$ cat config.mk
export PLATFORM = sky130hd
export DESIGN_NAME = async_serial_transceiver
export DESIGN_NICKNAME = d
export VERILOG_FILES = /design/src/common/serial_port_pkg.sv /design/src/hw/async_serial_transceiver.sv
export SDC_FILE = /design/constraint.sdc
export NUM_CORES = 1
export LEC_CHECK = 0
export BUFFER_PORTS_ARGS = -buffer_cell sky130_fd_sc_hd__buf_2
export CAP_MARGIN = 20
export CORE_AREA = 2 2 102 124
export CTS_CLUSTER_DIAMETER = 30
export DETAILED_ROUTE_END_ITERATION = 12
export DIE_AREA = 0 0 104 126
export PLACE_DENSITY = 0.81
export SKIP_CTS_REPAIR_TIMING = 1
export SLEW_MARGIN = 15
export SYNTH_ARGS = -nofsm -noshare
export SYNTH_HDL_FRONTEND = slang
export SYNTH_SLANG_ARGS = --single-unit
$ cat constraint.sdc
create_clock -name clock -period 2.88 [get_ports clock]
set_input_delay 0 -clock clock [delete_from_list [all_inputs] [get_ports clock]]
set_output_delay 0 -clock clock [all_outputs]
set_load 0.01 [all_outputs]
$ cat src/common/serial_port_pkg.sv
// Package for the asynchronous serial transceiver: register map, fields, reset values, bus carriers.
// Assumes a 32-bit Avalon-MM register bus and one 20 MHz clock.
package serial_port_pkg;

   // ==========================================================================
   // Register offsets (byte addresses)
   localparam logic [5:0] OFF_FLAGS = 6'h00;
   localparam logic [5:0] OFF_ENABLES = 6'h04;
   localparam logic [5:0] OFF_PRIORITIES = 6'h08;
   localparam logic [5:0] OFF_RX_STATUS = 6'h0c;
   localparam logic [5:0] OFF_TX_HOLD = 6'h10;
   localparam logic [5:0] OFF_TX_STATUS = 6'h14;
   localparam logic [5:0] OFF_BAUD_DIV = 6'h18;
   localparam logic [5:0] OFF_RX_DATA = 6'h1c;

   // ==========================================================================
   // Flag, enable and priority bit positions
   localparam int BIT_RX_COMPLETE = 5;
   localparam int BIT_TX_EMPTY = 4;

   // Receive status/control bit positions
   localparam int BIT_SERIAL_ENABLE = 7;
   localparam int BIT_RX_NINE = 6;
   localparam int BIT_SINGLE_RX = 5;
   localparam int BIT_CONT_RX = 4;
   localparam int BIT_ADDR_DETECT = 3;
   localparam int BIT_FRAMING_ERR = 2;
   localparam int BIT_OVERRUN_ERR = 1;
   localparam int BIT_RX_NINTH = 0;

   // Transmit status/control bit positions
   localparam int BIT_CLOCK_SOURCE = 7;
   localparam int BIT_TX_NINE = 6;
   localparam int BIT_TX_ENABLE = 5;
   localparam int BIT_SYNC_SELECT = 4;
   localparam int BIT_HIGH_SPEED = 2;
   localparam int BIT_SHIFT_EMPTY = 1;
   localparam int BIT_TX_NINTH = 0;

   // ==========================================================================
   // Reset values and timing counts
   localparam logic [7:0] RST_BYTE = 8'h00;
   localparam logic [31:0] RST_WORD = 32'h0000_0000;
   localparam logic [1:0] LOW_SPEED_PRESCALE_LAST = 2'h3;
   localparam logic [3:0] SAMPLES_LAST = 4'hf;
   localparam logic [3:0] START_CHECK_SAMPLE = 4'h7;
   localparam logic [3:0] ASYNC_FRAME_BITS = 4'ha;
   localparam logic [3:0] SYNC_FRAME_BITS = 4'h8;

   // ==========================================================================
   // Bus carriers and control fields
   typedef struct packed {
      logic read;
      logic write;
      logic [5:0] address;
      logic [31:0] writedata;
   } av_req_t;

   typedef struct packed {
      logic serialPortEnable;
      logic nineBitReceiveEnable;
      logic singleReceiveEnable;
      logic continuousReceiveEnable;
      logic addressDetectEnable;
   } rx_ctrl_t;

   typedef struct packed {
      logic clockSourceSelect;
      logic nineBitTransmitEnable;
      logic transmitEnable;
      logic syncSelect;
      logic highSpeedBaudSelect;
      logic transmitNinthBit;
   } tx_ctrl_t;

   typedef enum logic [1:0] {
      RX_IDLE = 2'b00,
      RX_START = 2'b01,
      RX_DATA = 2'b10,
      RX_STOP = 2'b11
   } rx_state_t;

endpackage

$ cat src/hw/async_serial_transceiver.sv
// Asynchronous serial transceiver: baud generator, transmitter, x16 receiver, register slave.
// Assumes an Avalon-MM master on the same clock and an external serial node on the pins.
//
// Overview of operation
// - Shift register reloads from holding buffer only after previous stop bit.
// - Buffer-to-shifter transfer takes one cycle, then sets transmit empty flag.
// - Transmit empty flag sets regardless of enable; writes to the flag register cannot clear it.
// - Flag is valid by second cycle after buffer write; do not poll earlier.
// - Read-only shift-register-empty bit shows idle shifter; raises no interrupt.
// - Transmit shift register is not reachable by software.
// - Setting transmit enable also sets transmit empty flag when the holding buffer is empty.
// - Ninth transmit bit is sent when nine-bit transmit enabled; load first.
// - Writing holding buffer starts transmission; transmit enable set beforehand.
// - Receive front end samples at x16 baud; main shifter advances per bit.
// - Completed character sets receive flag; interrupt only when enabled.
// - Receive status holds ninth bit and errors; read before data byte.
// - Received 8-bit byte is readable in receive data register.
// - Clearing continuous receive enable clears latched receive errors.
// - Continuous receive enable turns the asynchronous receiver on.
// - Nine-bit receive captures nine bits; address detect needs it.
// - With address detect, non-address characters are dropped silently.
// - Clock source select gives sync master; sync select gives sync operation.
// - Sync mode is transmit-only: the receiver is held idle while sync is selected.
// - Sync mode: transmit pin carries shift clock only as master, syncDataOut carries data.
// - Async frames are NRZ: start, eight or nine data bits, stop.
// - Data shift least significant bit first both directions.
// - Baud generator runs at x16 or x64 bit rate by high-speed select.
module async_serial_transceiver (
   input wire logic clock,
   input wire logic sys_rst,
   input wire logic clockEnable,
   input wire serial_port_pkg::av_req_t avReq,
   output logic [31:0] avReadData,
   output logic avWaitRequest,
   input wire logic receivePin,
   output logic transmitPin,
   output logic syncDataOut,
   output logic syncDataOe_n,
   output logic txIrqRequest,
   output logic rxIrqRequest
);

   // ==========================================================================
   // Declarations
   serial_port_pkg::rx_ctrl_t rxCtrl_reg;
   serial_port_pkg::tx_ctrl_t txCtrl_reg;
   serial_port_pkg::rx_state_t rxState_reg;
   logic [7:0] baudDivisor_reg;
   logic [7:0] baudCount_reg;
   logic [1:0] prescale_reg;
   logic [1:0] enables_reg;
   logic [1:0] priorities_reg;
   logic [7:0] holdData_reg;
   logic holdFull_reg;
   logic txEmptyFlag_reg;
   logic [10:0] shift_reg;
   logic [3:0] bitsLeft_reg;
   logic [3:0] txTick_reg;
   logic txBusy_reg;
   logic [1:0] rxPinSync_reg;
   logic [2:0] sampleHist_reg;
   logic [3:0] rxTick_reg;
   logic [3:0] rxBitCnt_reg;
   logic [8:0] rxShift_reg;
   logic [7:0] rxData_reg;
   logic rxNinth_reg;
   logic rxFull_reg;
   logic framingErr_reg;
   logic overrunErr_reg;
   logic wait_reg;
   logic [31:0] readData_reg;
   logic brgTick;
   logic sampleTick;
   logic busAccept;
   logic writeAccept;
   logic readAccept;
   logic syncMode;
   logic rxEnabled;
   logic txLoad;
   logic sampleBit;
   logic charDone;
   logic rxTake;
   logic [3:0] rxBitsWanted;

   // Register hit for a given offset
   function automatic logic hit(input logic [5:0] addr, input logic [5:0] off);
      hit = (addr == off);
   endfunction

   // Two of three majority vote
   function automatic logic majority(input logic [2:0] s);
      majority = (s[0] & s[1]) | (s[1] & s[2]) | (s[0] & s[2]);
   endfunction

   // ==========================================================================
   // Bus handshake
   assign busAccept = (avReq.read | avReq.write) & ~wait_reg;
   assign writeAccept = busAccept & avReq.write;
   assign readAccept = busAccept & avReq.read;

   always_ff @(posedge clock or posedge sys_rst) begin
      if (sys_rst) begin
         wait_reg <= 1'b1;
      end else if (clockEnable) begin
         wait_reg <= ~((avReq.read | avReq.write) & wait_reg);
      end
   end

   // Read data captured on the same edge that waitrequest drops
   always_ff @(posedge clock or posedge sys_rst) begin
      if (sys_rst) begin
         readData_reg <= serial_port_pkg::RST_WORD;
      end else if (clockEnable) begin
         readData_reg <= serial_port_pkg::RST_WORD;
         if (avReq.read & wait_reg) begin
            unique case (1'b1)
               hit(avReq.address, serial_port_pkg::OFF_FLAGS):
                  readData_reg[7:0] <= {2'b00, rxFull_reg, txEmptyFlag_reg, 4'h0};
               hit(avReq.address, serial_port_pkg::OFF_ENABLES):
                  readData_reg[7:0] <= {2'b00, enables_reg, 4'h0};
               hit(avReq.address, serial_port_pkg::OFF_PRIORITIES):
                  readData_reg[7:0] <= {2'b00, priorities_reg, 4'h0};
               hit(avReq.address, serial_port_pkg::OFF_RX_STATUS):
                  readData_reg[7:0] <= {rxCtrl_reg, framingErr_reg, overrunErr_reg, rxNinth_reg};
               hit(avReq.address, serial_port_pkg::OFF_TX_HOLD):
                  readData_reg[7:0] <= holdData_reg;
               hit(avReq.address, serial_port_pkg::OFF_TX_STATUS):
                  readData_reg[7:0] <= {txCtrl_reg[5:2], 1'b0, txCtrl_reg[1], ~txBusy_reg,
                                        txCtrl_reg[0]};
               hit(avReq.address, serial_port_pkg::OFF_BAUD_DIV):
                  readData_reg[7:0] <= baudDivisor_reg;
               hit(avReq.address, serial_port_pkg::OFF_RX_DATA):
                  readData_reg[7:0] <= rxData_reg;
               default:
                  readData_reg[7:0] <= serial_port_pkg::RST_BYTE;
            endcase
         end
      end
   end

   // ==========================================================================
   // Control registers
   always_ff @(posedge clock or posedge sys_rst) begin
      if (sys_rst) begin
         rxCtrl_reg <= '0;
         txCtrl_reg <= '0;
         baudDivisor_reg <= serial_port_pkg::RST_BYTE;
         enables_reg <= 2'b00;
         priorities_reg <= 2'b00;
      end else if (clockEnable & writeAccept) begin
         if (hit(avReq.address, serial_port_pkg::OFF_RX_STATUS)) begin
            rxCtrl_reg <= avReq.writedata[7:3];
         end
         if (hit(avReq.address, serial_port_pkg::OFF_TX_STATUS)) begin
            txCtrl_reg <= {avReq.writedata[7:4], avReq.writedata[2], avReq.writedata[0]};
         end
         if (hit(avReq.address, serial_port_pkg::OFF_BAUD_DIV)) begin
            baudDivisor_reg <= avReq.writedata[7:0];
         end
         if (hit(avReq.address, serial_port_pkg::OFF_ENABLES)) begin
            enables_reg <= avReq.writedata[serial_port_pkg::BIT_RX_COMPLETE:serial_port_pkg::BIT_TX_EMPTY];
         end
         if (hit(avReq.address, serial_port_pkg::OFF_PRIORITIES)) begin
            priorities_reg <= avReq.writedata[serial_port_pkg::BIT_RX_COMPLETE:serial_port_pkg::BIT_TX_EMPTY];
         end
      end
   end

   // ==========================================================================
   // Baud generator: x16 sample tick, x64 prescaled by four
   assign brgTick = (baudCount_reg == baudDivisor_reg);
   assign sampleTick = brgTick & (txCtrl_reg.highSpeedBaudSelect |
                                  (prescale_reg == serial_port_pkg::LOW_SPEED_PRESCALE_LAST));

   always_ff @(posedge clock or posedge sys_rst) begin
      if (sys_rst) begin
         baudCount_reg <= serial_port_pkg::RST_BYTE;
         prescale_reg <= 2'b00;
      end else if (clockEnable) begin
         baudCount_reg <= brgTick ? serial_port_pkg::RST_BYTE : baudCount_reg + 8'h01;
         if (brgTick) begin
            prescale_reg <= prescale_reg + 2'b01;
         end
      end
   end

   // ==========================================================================
   // Transmit holding buffer and empty flag
   assign syncMode = rxCtrl_reg.serialPortEnable & txCtrl_reg.syncSelect;
   // Load only once the previous stop bit has left and the shifter is idle
   assign txLoad = holdFull_reg & ~txBusy_reg & txCtrl_reg.transmitEnable &
                   rxCtrl_reg.serialPortEnable & ~(syncMode & (rxState_reg != serial_port_pkg::RX_IDLE));

   always_ff @(posedge clock or posedge sys_rst) begin
      if (sys_rst) begin
         holdData_reg <= serial_port_pkg::RST_BYTE;
         holdFull_reg <= 1'b0;
      end else if (clockEnable) begin
         if (writeAccept & hit(avReq.address, serial_port_pkg::OFF_TX_HOLD)) begin
            holdData_reg <= avReq.writedata[7:0];
            holdFull_reg <= 1'b1;
         end else if (txLoad) begin
            holdFull_reg <= 1'b0;
         end
      end
   end

   // Set wins over clear; a buffer write clears it, as does setting transmit enable with the buffer full
   always_ff @(posedge clock or posedge sys_rst) begin
      if (sys_rst) begin
         txEmptyFlag_reg <= 1'b0;
      end else if (clockEnable) begin
         if (txLoad) begin
            txEmptyFlag_reg <= 1'b1;
         end else if (writeAccept & hit(avReq.address, serial_port_pkg::OFF_TX_STATUS) &
                      avReq.writedata[serial_port_pkg::BIT_TX_ENABLE] & ~txCtrl_reg.transmitEnable) begin
            txEmptyFlag_reg <= ~holdFull_reg;
         end else if (writeAccept & hit(avReq.address, serial_port_pkg::OFF_TX_HOLD)) begin
            txEmptyFlag_reg <= 1'b0;
         end
      end
   end

   // ==========================================================================
   // Transmit shifter, internal only
   always_ff @(posedge clock or posedge sys_rst) begin
      if (sys_rst) begin
         shift_reg <= '1;
         bitsLeft_reg <= 4'h0;
         txTick_reg <= 4'h0;
         txBusy_reg <= 1'b0;
      end else if (clockEnable) begin
         if (txLoad) begin
            if (syncMode) begin
               shift_reg <= {2'b11, txCtrl_reg.transmitNinthBit, holdData_reg};
               bitsLeft_reg <= serial_port_pkg::SYNC_FRAME_BITS + {3'b000, txCtrl_reg.nineBitTransmitEnable};
            end else begin
               shift_reg <= {1'b1, txCtrl_reg.transmitNinthBit, holdData_reg, 1'b0};
               bitsLeft_reg <= serial_port_pkg::ASYNC_FRAME_BITS + {3'b000, txCtrl_reg.nineBitTransmitEnable};
            end
            txTick_reg <= 4'h0;
            txBusy_reg <= 1'b1;
         end else if (txBusy_reg & sampleTick) begin
            txTick_reg <= txTick_reg + 4'h1;
            if (txTick_reg == serial_port_pkg::SAMPLES_LAST) begin
               shift_reg <= {1'b1, shift_reg[10:1]};
               bitsLeft_reg <= bitsLeft_reg - 4'h1;
               if (bitsLeft_reg == 4'h1) begin
                  txBusy_reg <= 1'b0;
               end
               // Nine-bit off: skip ninth slot before stop
               if (~syncMode & ~txCtrl_reg.nineBitTransmitEnable & (bitsLeft_reg == 4'h2)) begin
                  shift_reg <= {2'b11, shift_reg[10:2]};
               end
            end
         end
      end
   end

   // ==========================================================================
   // Pin drivers: async idles high; sync master drives clock and data
   always_ff @(posedge clock or posedge sys_rst) begin
      if (sys_rst) begin
         transmitPin <= 1'b1;
         syncDataOut <= 1'b1;
         syncDataOe_n <= 1'b1;
      end else if (clockEnable) begin
         if (syncMode) begin
            transmitPin <= ~(txBusy_reg & txCtrl_reg.clockSourceSelect & txTick_reg[3]);
            syncDataOut <= shift_reg[0];
            syncDataOe_n <= ~txBusy_reg;
         end else begin
            transmitPin <= txBusy_reg ? shift_reg[0] : 1'b1;
            syncDataOut <= 1'b1;
            syncDataOe_n <= 1'b1;
         end
      end
   end

   // ==========================================================================
   // Receive front end: two-stage sync then x16 sample history
   always_ff @(posedge clock or posedge sys_rst) begin
      if (sys_rst) begin
         rxPinSync_reg <= 2'b11;
         sampleHist_reg <= 3'b111;
      end else if (clockEnable) begin
         rxPinSync_reg <= {rxPinSync_reg[0], receivePin};
         if (sampleTick) begin
            sampleHist_reg <= {sampleHist_reg[1:0], rxPinSync_reg[1]};
         end
      end
   end

   assign sampleBit = majority(sampleHist_reg);
   assign rxEnabled = rxCtrl_reg.serialPortEnable & rxCtrl_reg.continuousReceiveEnable & ~overrunErr_reg &
                      ~syncMode;
   assign rxBitsWanted = rxCtrl_reg.nineBitReceiveEnable ? 4'h9 : 4'h8;
   assign charDone = (rxState_reg == serial_port_pkg::RX_STOP) & sampleTick &
                     (rxTick_reg == serial_port_pkg::SAMPLES_LAST);
   // Address detect drops characters with ninth bit clear
   assign rxTake = charDone & ~(rxCtrl_reg.addressDetectEnable & rxCtrl_reg.nineBitReceiveEnable &
                                ~rxShift_reg[8]);

   // ==========================================================================
   // Receive state machine, one step per x16 sample tick
   always_ff @(posedge clock or posedge sys_rst) begin
      if (sys_rst) begin
         rxState_reg <= serial_port_pkg::RX_IDLE;
         rxTick_reg <= 4'h0;
         rxBitCnt_reg <= 4'h0;
         rxShift_reg <= 9'h000;
      end else if (clockEnable) begin
         if (~rxEnabled) begin
            rxState_reg <= serial_port_pkg::RX_IDLE;
         end else if (sampleTick) begin
            rxTick_reg <= rxTick_reg + 4'h1;
            unique case (rxState_reg)
               serial_port_pkg::RX_IDLE: begin
                  rxTick_reg <= 4'h0;
                  if (~rxPinSync_reg[1]) begin
                     rxState_reg <= serial_port_pkg::RX_START;
                  end
               end
               serial_port_pkg::RX_START: begin
                  if (rxTick_reg == serial_port_pkg::START_CHECK_SAMPLE) begin
                     rxTick_reg <= 4'h0;
                     rxBitCnt_reg <= 4'h0;
                     rxState_reg <= sampleBit ? serial_port_pkg::RX_IDLE : serial_port_pkg::RX_DATA;
                  end
               end
               serial_port_pkg::RX_DATA: begin
                  if (rxTick_reg == serial_port_pkg::SAMPLES_LAST) begin
                     if (rxCtrl_reg.nineBitReceiveEnable) begin
                        rxShift_reg <= {sampleBit, rxShift_reg[8:1]};
                     end else begin
                        rxShift_reg <= {1'b0, sampleBit, rxShift_reg[7:1]};
                     end
                     rxBitCnt_reg <= rxBitCnt_reg + 4'h1;
                     if (rxBitCnt_reg == rxBitsWanted - 4'h1) begin
                        rxState_reg <= serial_port_pkg::RX_STOP;
                     end
                  end
               end
               serial_port_pkg::RX_STOP: begin
                  if (rxTick_reg == serial_port_pkg::SAMPLES_LAST) begin
                     rxState_reg <= serial_port_pkg::RX_IDLE;
                  end
               end
            endcase
         end
      end
   end

   // ==========================================================================
   // Receive buffer, flag and errors
   always_ff @(posedge clock or posedge sys_rst) begin
      if (sys_rst) begin
         rxData_reg <= serial_port_pkg::RST_BYTE;
         rxNinth_reg <= 1'b0;
         rxFull_reg <= 1'b0;
         framingErr_reg <= 1'b0;
         overrunErr_reg <= 1'b0;
      end else if (clockEnable) begin
         if (rxTake & rxFull_reg) begin
            overrunErr_reg <= 1'b1;
         end else if (rxTake) begin
            rxData_reg <= rxShift_reg[7:0];
            rxNinth_reg <= rxShift_reg[8];
            framingErr_reg <= ~sampleBit;
            rxFull_reg <= 1'b1;
         end else if (readAccept & hit(avReq.address, serial_port_pkg::OFF_RX_DATA)) begin
            rxFull_reg <= 1'b0;
         end
         if (~rxCtrl_reg.continuousReceiveEnable) begin
            framingErr_reg <= 1'b0;
            overrunErr_reg <= 1'b0;
         end
      end
   end

   // ==========================================================================
   // Interrupt requests and bus outputs
   always_ff @(posedge clock or posedge sys_rst) begin
      if (sys_rst) begin
         txIrqRequest <= 1'b0;
         rxIrqRequest <= 1'b0;
      end else if (clockEnable) begin
         txIrqRequest <= txEmptyFlag_reg & enables_reg[0];
         rxIrqRequest <= rxFull_reg & enables_reg[1];
      end
   end

   assign avReadData = readData_reg;
   assign avWaitRequest = wait_reg;

endmodule

== Yosys cells after proc, flatten, opt, wreduce, memory -nomap -nowiden ==
Cells that the tools add are included.

* Bitwise logic cells: 55
* Add/subtract/negate cells: 9
* Equal/unequal tests: 29
* Muxes and demuxes: 50
* Reductions and logical operators: 31

{| class="wikitable"
|+ Operator list
! kind !! count
|-
| one-hot mux 8 bit (8 select lines) || 1
|-
| bitwise AND 1 bit || 37
|-
| two-way mux 4 bit || 9
|-
| two-way mux 11 bit || 3
|-
| equality test 6 x 5 -> 1 bit (second input constant) || 4
|-
| AND reduction 2 bit || 12
|-
| two-way mux 1 bit || 21
|-
| two-way mux 10 bit || 2
|-
| two-way mux 2 bit || 8
|-
| two-way mux 8 bit || 2
|-
| one-hot mux 4 bit (2 select lines) || 2
|-
| AND reduction 3 bit || 5
|-
| NOT 1 bit || 14
|-
| nonzero test 2 bit || 7
|-
| adder 4 x 1 -> 4 bit (second input constant) || 3
|-
| equality test 6 x 4 -> 1 bit (second input constant) || 2
|-
| inequality test 3 bit (second input constant) || 4
|-
| two-way mux 9 bit || 1
|-
| adder 4 x 1 -> 4 bit (first input constant) || 2
|-
| adder 8 x 1 -> 8 bit (second input constant) || 1
|-
| equality test 4 bit (second input constant) || 2
|-
| equality test 8 bit || 1
|-
| inequality test 2 bit (second input constant) || 4
|-
| one-hot mux 2 bit (4 select lines) || 1
|-
| 19 further kinds || 26
|}

* Bits in registers: 113
* Input port bits: 44
* Output and inout bits: 38

== Depth between registers and ports, before layout ==
* Depth in word-level cells: 9
* Mapped depth: 8
* Depth with buffers taken out: 7

== Worst setup path before layout ==
OpenSTA, ideal clock, no wires.

* Path kind: register to register
* Start: reg baudCount_reg[0]
* End: reg rxShift_reg[0]
* Data required time: 2752 ps
* Cell stages (with the launch flop): 7
* Library setup time: 128 ps
* Slack: 867 ps
* Arrival time: 1886 ps
* Buffers on the path: 1
* Path through: dfrtp_1 > xnor2_2 > nand4_4 > nor4_4 > and3_1 > buf_4 > mux2_1

* Word-level cells in the longest chain between the ends: 3

{| class="wikitable"
|+ RTL lines
! item !! line !! text
|-
| start, declared || async_serial_transceiver.sv:49 || <nowiki>logic [7:0] baudCount_reg;</nowiki>
|-
| start signal, assigned || async_serial_transceiver.sv:177 || <nowiki>baudCount_reg <= serial_port_pkg::RST_BYTE;</nowiki>
|-
| start signal, assigned || async_serial_transceiver.sv:180 || <nowiki>baudCount_reg <= brgTick ? serial_port_pkg::RST_BYTE : baudCount_reg + 8'h01;</nowiki>
|-
| equality test 8 bit || async_serial_transceiver.sv:171 || <nowiki>assign brgTick = (baudCount_reg == baudDivisor_reg);</nowiki>
|-
| bitwise AND 1 bit || async_serial_transceiver.sv:172 || <nowiki>assign sampleTick = brgTick & (txCtrl_reg.highSpeedBaudSelect |</nowiki>
|-
| AND reduction 5 bit (no line) || n/a ||
|-
| end signal, assigned || async_serial_transceiver.sv:334 || <nowiki>rxShift_reg <= {sampleBit, rxShift_reg[8:1]};</nowiki>
|-
| end signal, assigned || async_serial_transceiver.sv:336 || <nowiki>rxShift_reg <= {1'b0, sampleBit, rxShift_reg[7:1]};</nowiki>
|-
| end, declared || async_serial_transceiver.sv:64 || <nowiki>logic [8:0] rxShift_reg;</nowiki>
|}

No other way between the ends.
A chain may end at the register's enable or synchronous reset.

== Worst setup path after layout ==
* Start: reg baudDivisor_reg[7]
* End: reg rxShift_reg[2]

* Word-level cells in the longest chain between the ends: 3

{| class="wikitable"
|+ RTL lines
! item !! line !! text
|-
| start, declared || async_serial_transceiver.sv:48 || <nowiki>logic [7:0] baudDivisor_reg;</nowiki>
|-
| start signal, assigned || async_serial_transceiver.sv:147 || <nowiki>baudDivisor_reg <= serial_port_pkg::RST_BYTE;</nowiki>
|-
| start signal, assigned || async_serial_transceiver.sv:158 || <nowiki>baudDivisor_reg <= avReq.writedata[7:0];</nowiki>
|-
| equality test 8 bit || async_serial_transceiver.sv:171 ||
|-
| bitwise AND 1 bit || async_serial_transceiver.sv:172 ||
|-
| AND reduction 5 bit (no line) || n/a ||
|}

No other way between the ends.

==> summary.md <==
| Metric | Value |
|---|---|
| Post-synthesis sequential area ratio | 46.7% |
| Layout area overhead | 11.5% |
| Ys async rst share | 100% |
| Die width | 104 um |
| GR Layer Usage met3 | 2.43% |
| Clk buf depth | 2 |
| Critical path's top delay family | simple AND/OR/NAND/NOR gates |
| Die area | 13100 sq um |
| Number of diodes | 0 |
| # IOs | around 80 |
| Worst hold slack | 0.00681 ns |
| Total iterations of the first detailed-routing run | 5 |
| Max-capacitance violation count | 0 |
| Vias in the first global route | 4444 |
| Core area | 11900 sq um |
| Mean number of vias per cell | 5.87 |
| Wire per inst | 18.0 um |
| Final period utilization | 82.7% |
| TNS Setup | 0 ns |
| Slowest Stage Delay on Critical Path | 0.49 ns |
| VDD IR max | ~0.0005 V |
| Primary FF master, synth | dfrtp_1 |
| Pwr per Cell Area | around 560 nW/um^2 |
| Mapped Avg Cell Area | ~11 sq um |
| Hold_sp | avReq[6] |
| Worst path slowest cell | and3_1 |
| H-tree Lvls | 3 |
| All-Layer GR Usage | 21.4% |
| Critical path type | flip-flop to flip-flop |
| Post-Synthesis Cells | 547 |
| Root buffer cell | clkbuf_16 |
| Initial core utilization | 50.9% |
| Startpoint Class | flip-flop |
| Crit path capture type | flip-flop |
| Synth warn | 0 |
| Fin. max-slew vios | 0 |
| Die Y | around 130 um |
| Slew headroom | 40.0% |
| Met1 Use GR | 26.9% |
| Worst slew pin tran | 0.894 ns |
| Max Fclk | between 0.4 and 0.5 GHz |
| R2R setup slack | 0.50 ns |
| Hold Crit Depth | 2 |
| Clk slew on worst S/H paths | 0.07 ns |
| HPWL after DPL | 9660 um |
| EDFF count, synth | 0 |
| Global routing's busiest layer | met2 |
| RSZ-0062 raised after global routing | false |
| First-pass GRT wire length | 22400 um |
| Share of cells above drive strength 1 | 26.5% |
| Max reg flops | 10 |
| Worst path required time | about 3.1 ns |
| Commonest non-fill, non-tap cell in the layout | dfrtp_1 |
| R2R Path Start | baudDivisor_reg[7] |
| Met2 usage | 36.2% |
| Routed Antenna Nets | 0 |
| TritonCTS clock tree | done |
| Data arrival, critical path | 2.61 ns |
| Reg-to-Reg End | rxShift_reg[2] |
| Drt total wl | 13500 um |
| #FFs+latches synth | 112 |
| Buffer and inverter count on the worst path | 0 |
| Worst Skew | 0.00765 ns |
| Gr ovfl total | 0 |
| Largest net degree at the start of global routing | 79 |
| Clock Latency Late Sink | 0.35 ns |
| Outcome | completed |
| Worst Path Max Fanout | 9 |
| Final Net Count | about 640 |
| Cts bufs inserted | 9 |
| Worst R2R Path Depth | 5 |
| CP cell instances | xnor2_1 -> nand4_2 -> nor4_4 -> and3_1 -> mux2_1 |
| Hold EP | baudDivisor_reg[6] |
| Site row count | 44 |
| Initial antenna violation count | 0 |
| Via Count | 4421 |
| Final setup viols | 0 |
| Detailed-route DRC error count | 0 |
| Worst Hold Class | input pin to flip-flop |
| IO buf count | 33 |
| Fin. Hold Viols | 0 |
| TritonCTS Sinks | 112 |
| 1st-iter DRT viols | 380 |
| Tmin final | 2.38 ns |
| Global placer's final weighted congestion | 0.907 |
| Synthesized cell area | 6050 sq um |
| Leakage power | 3.22 nW |
| Distinct cell type count after synthesis | 67 |
| Commonest non-fill, non-tap cells in the layout | 93 x dfrtp_1, 62 x mux2_2, 44 x nand2_1, 33 x buf_2, 25 x a21oi_1 |
==> report_power, final <==
| group | internal, mW | total, mW | switching, mW |
|---|---|---|---|
| Clock | 0.863 | 1.46 | 0.593 |
| Sequential | 1.68 | 1.81 | 0.138 |
| Combinational | 0.226 | 0.509 | 0.283 |
==> cell usage after synthesis, types with 6 or more instances <==
library cell | n | share of area (%)
inv_1 | 24 | 1.5
buf_4 | 25 | 3.1
a21oi_1 | 25 | 2.1
ha_1 | 12 | 2.5
dfrtp_1 | 93 | 38
o21ai_0 | 15 | 1.2
o22ai_1 | 6 | 0.62
mux2i_1 | 20 | 3.3
nor2_1 | 21 | 1.3
o2bb2ai_1 | 10 | 1.4
nand2_1 | 44 | 2.7
mux2_2 | 62 | 12
nor3_1 | 9 | 0.74
clkbuf_1 | 11 | 0.68
mux2_1 | 8 | 1.5
dfstp_2 | 19 | 8.3
nand3_1 | 23 | 1.9
and3_1 | 18 | 1.9
xnor2_2 | 7 | 1.9
==> final cells by class <==
class | instances | area, sq um
clock inverter | 7 | 126
clock buffer | 9 | 225
timing repair buffer | 49 | 320
inverter | 24 | 93.8
tap | 161 | 201
sequential | 112 | 2830
multi-input combinational | 391 | 2950
fill | 970 | 5150
==> metal layers <==
layer | up-vias | wire length (um)
met3 | 37 | 555
met4 | 0 | 540
met5 | - | 0
li1 | 2021 | -
met2 | 163 | 6730
met1 | 2200 | 5710
==> per-stage QoR <==
stage | util, % | setup WS, ns | area, sq um | cells | power [mW]
3_5_place_dp | 53.0 | 0.547 | 6300 | 728 | 2.33
2_1_floorplan | - | 0.867 | 6140 | 570 | 2.21
6_report | 56.7 | 0.499 | 6750 | 753 | 3.78
4_1_cts | 56.0 | 0.504 | 6660 | 744 | 3.78
3_3_place_gp | 53.0 | 0.602 | 6300 | 728 | 2.30
5_1_grt | 56.7 | 0.377 | 6750 | 753 | 3.91
==> kinds of logic (layout without fill, tap and decap cells) <==
logic type | after synthesis | in the layout | share of synthesized area [%]
buffers and inverters | 67 | 89 | 5.92
AOI/OAI and AO/OA | 98 | 98 | 11.0
adders and majority gates | 12 | 12 | 2.48
other | 1 | 24 | 0.0620
muxes | 92 | 92 | 17.1
DFF | 112 | 112 | 46.7
and+or+nand+nor | 152 | 152 | 14.0
xor gates and xnor gates | 13 | 13 | 2.75
==> worst register-to-register path, delay by kind of cell (launching register included) <==
family	cells	cell delay [ns]
xor+xnor	1	0.26
flops	1	0.44
simple gates	3	1.18
mux	1	0.38
==> how the worst max path moves through the flow <==
stage                       start             end  slack, ns  cells past startpoint
5_1_grt        baudDivisor_reg[7]  rxShift_reg[1]       0.38                      5
6_report       baudDivisor_reg[7]  rxShift_reg[2]       0.50                      5
3_5_place_dp     baudCount_reg[1]  rxShift_reg[1]       0.55                      5
4_1_cts        baudDivisor_reg[7]  rxShift_reg[2]       0.50                      5
2_1_floorplan    baudCount_reg[0]  rxShift_reg[0]       0.87                      6
3_3_place_gp     baudCount_reg[1]  rxShift_reg[0]       0.60                      5
(Power assumes the default switching activity.)
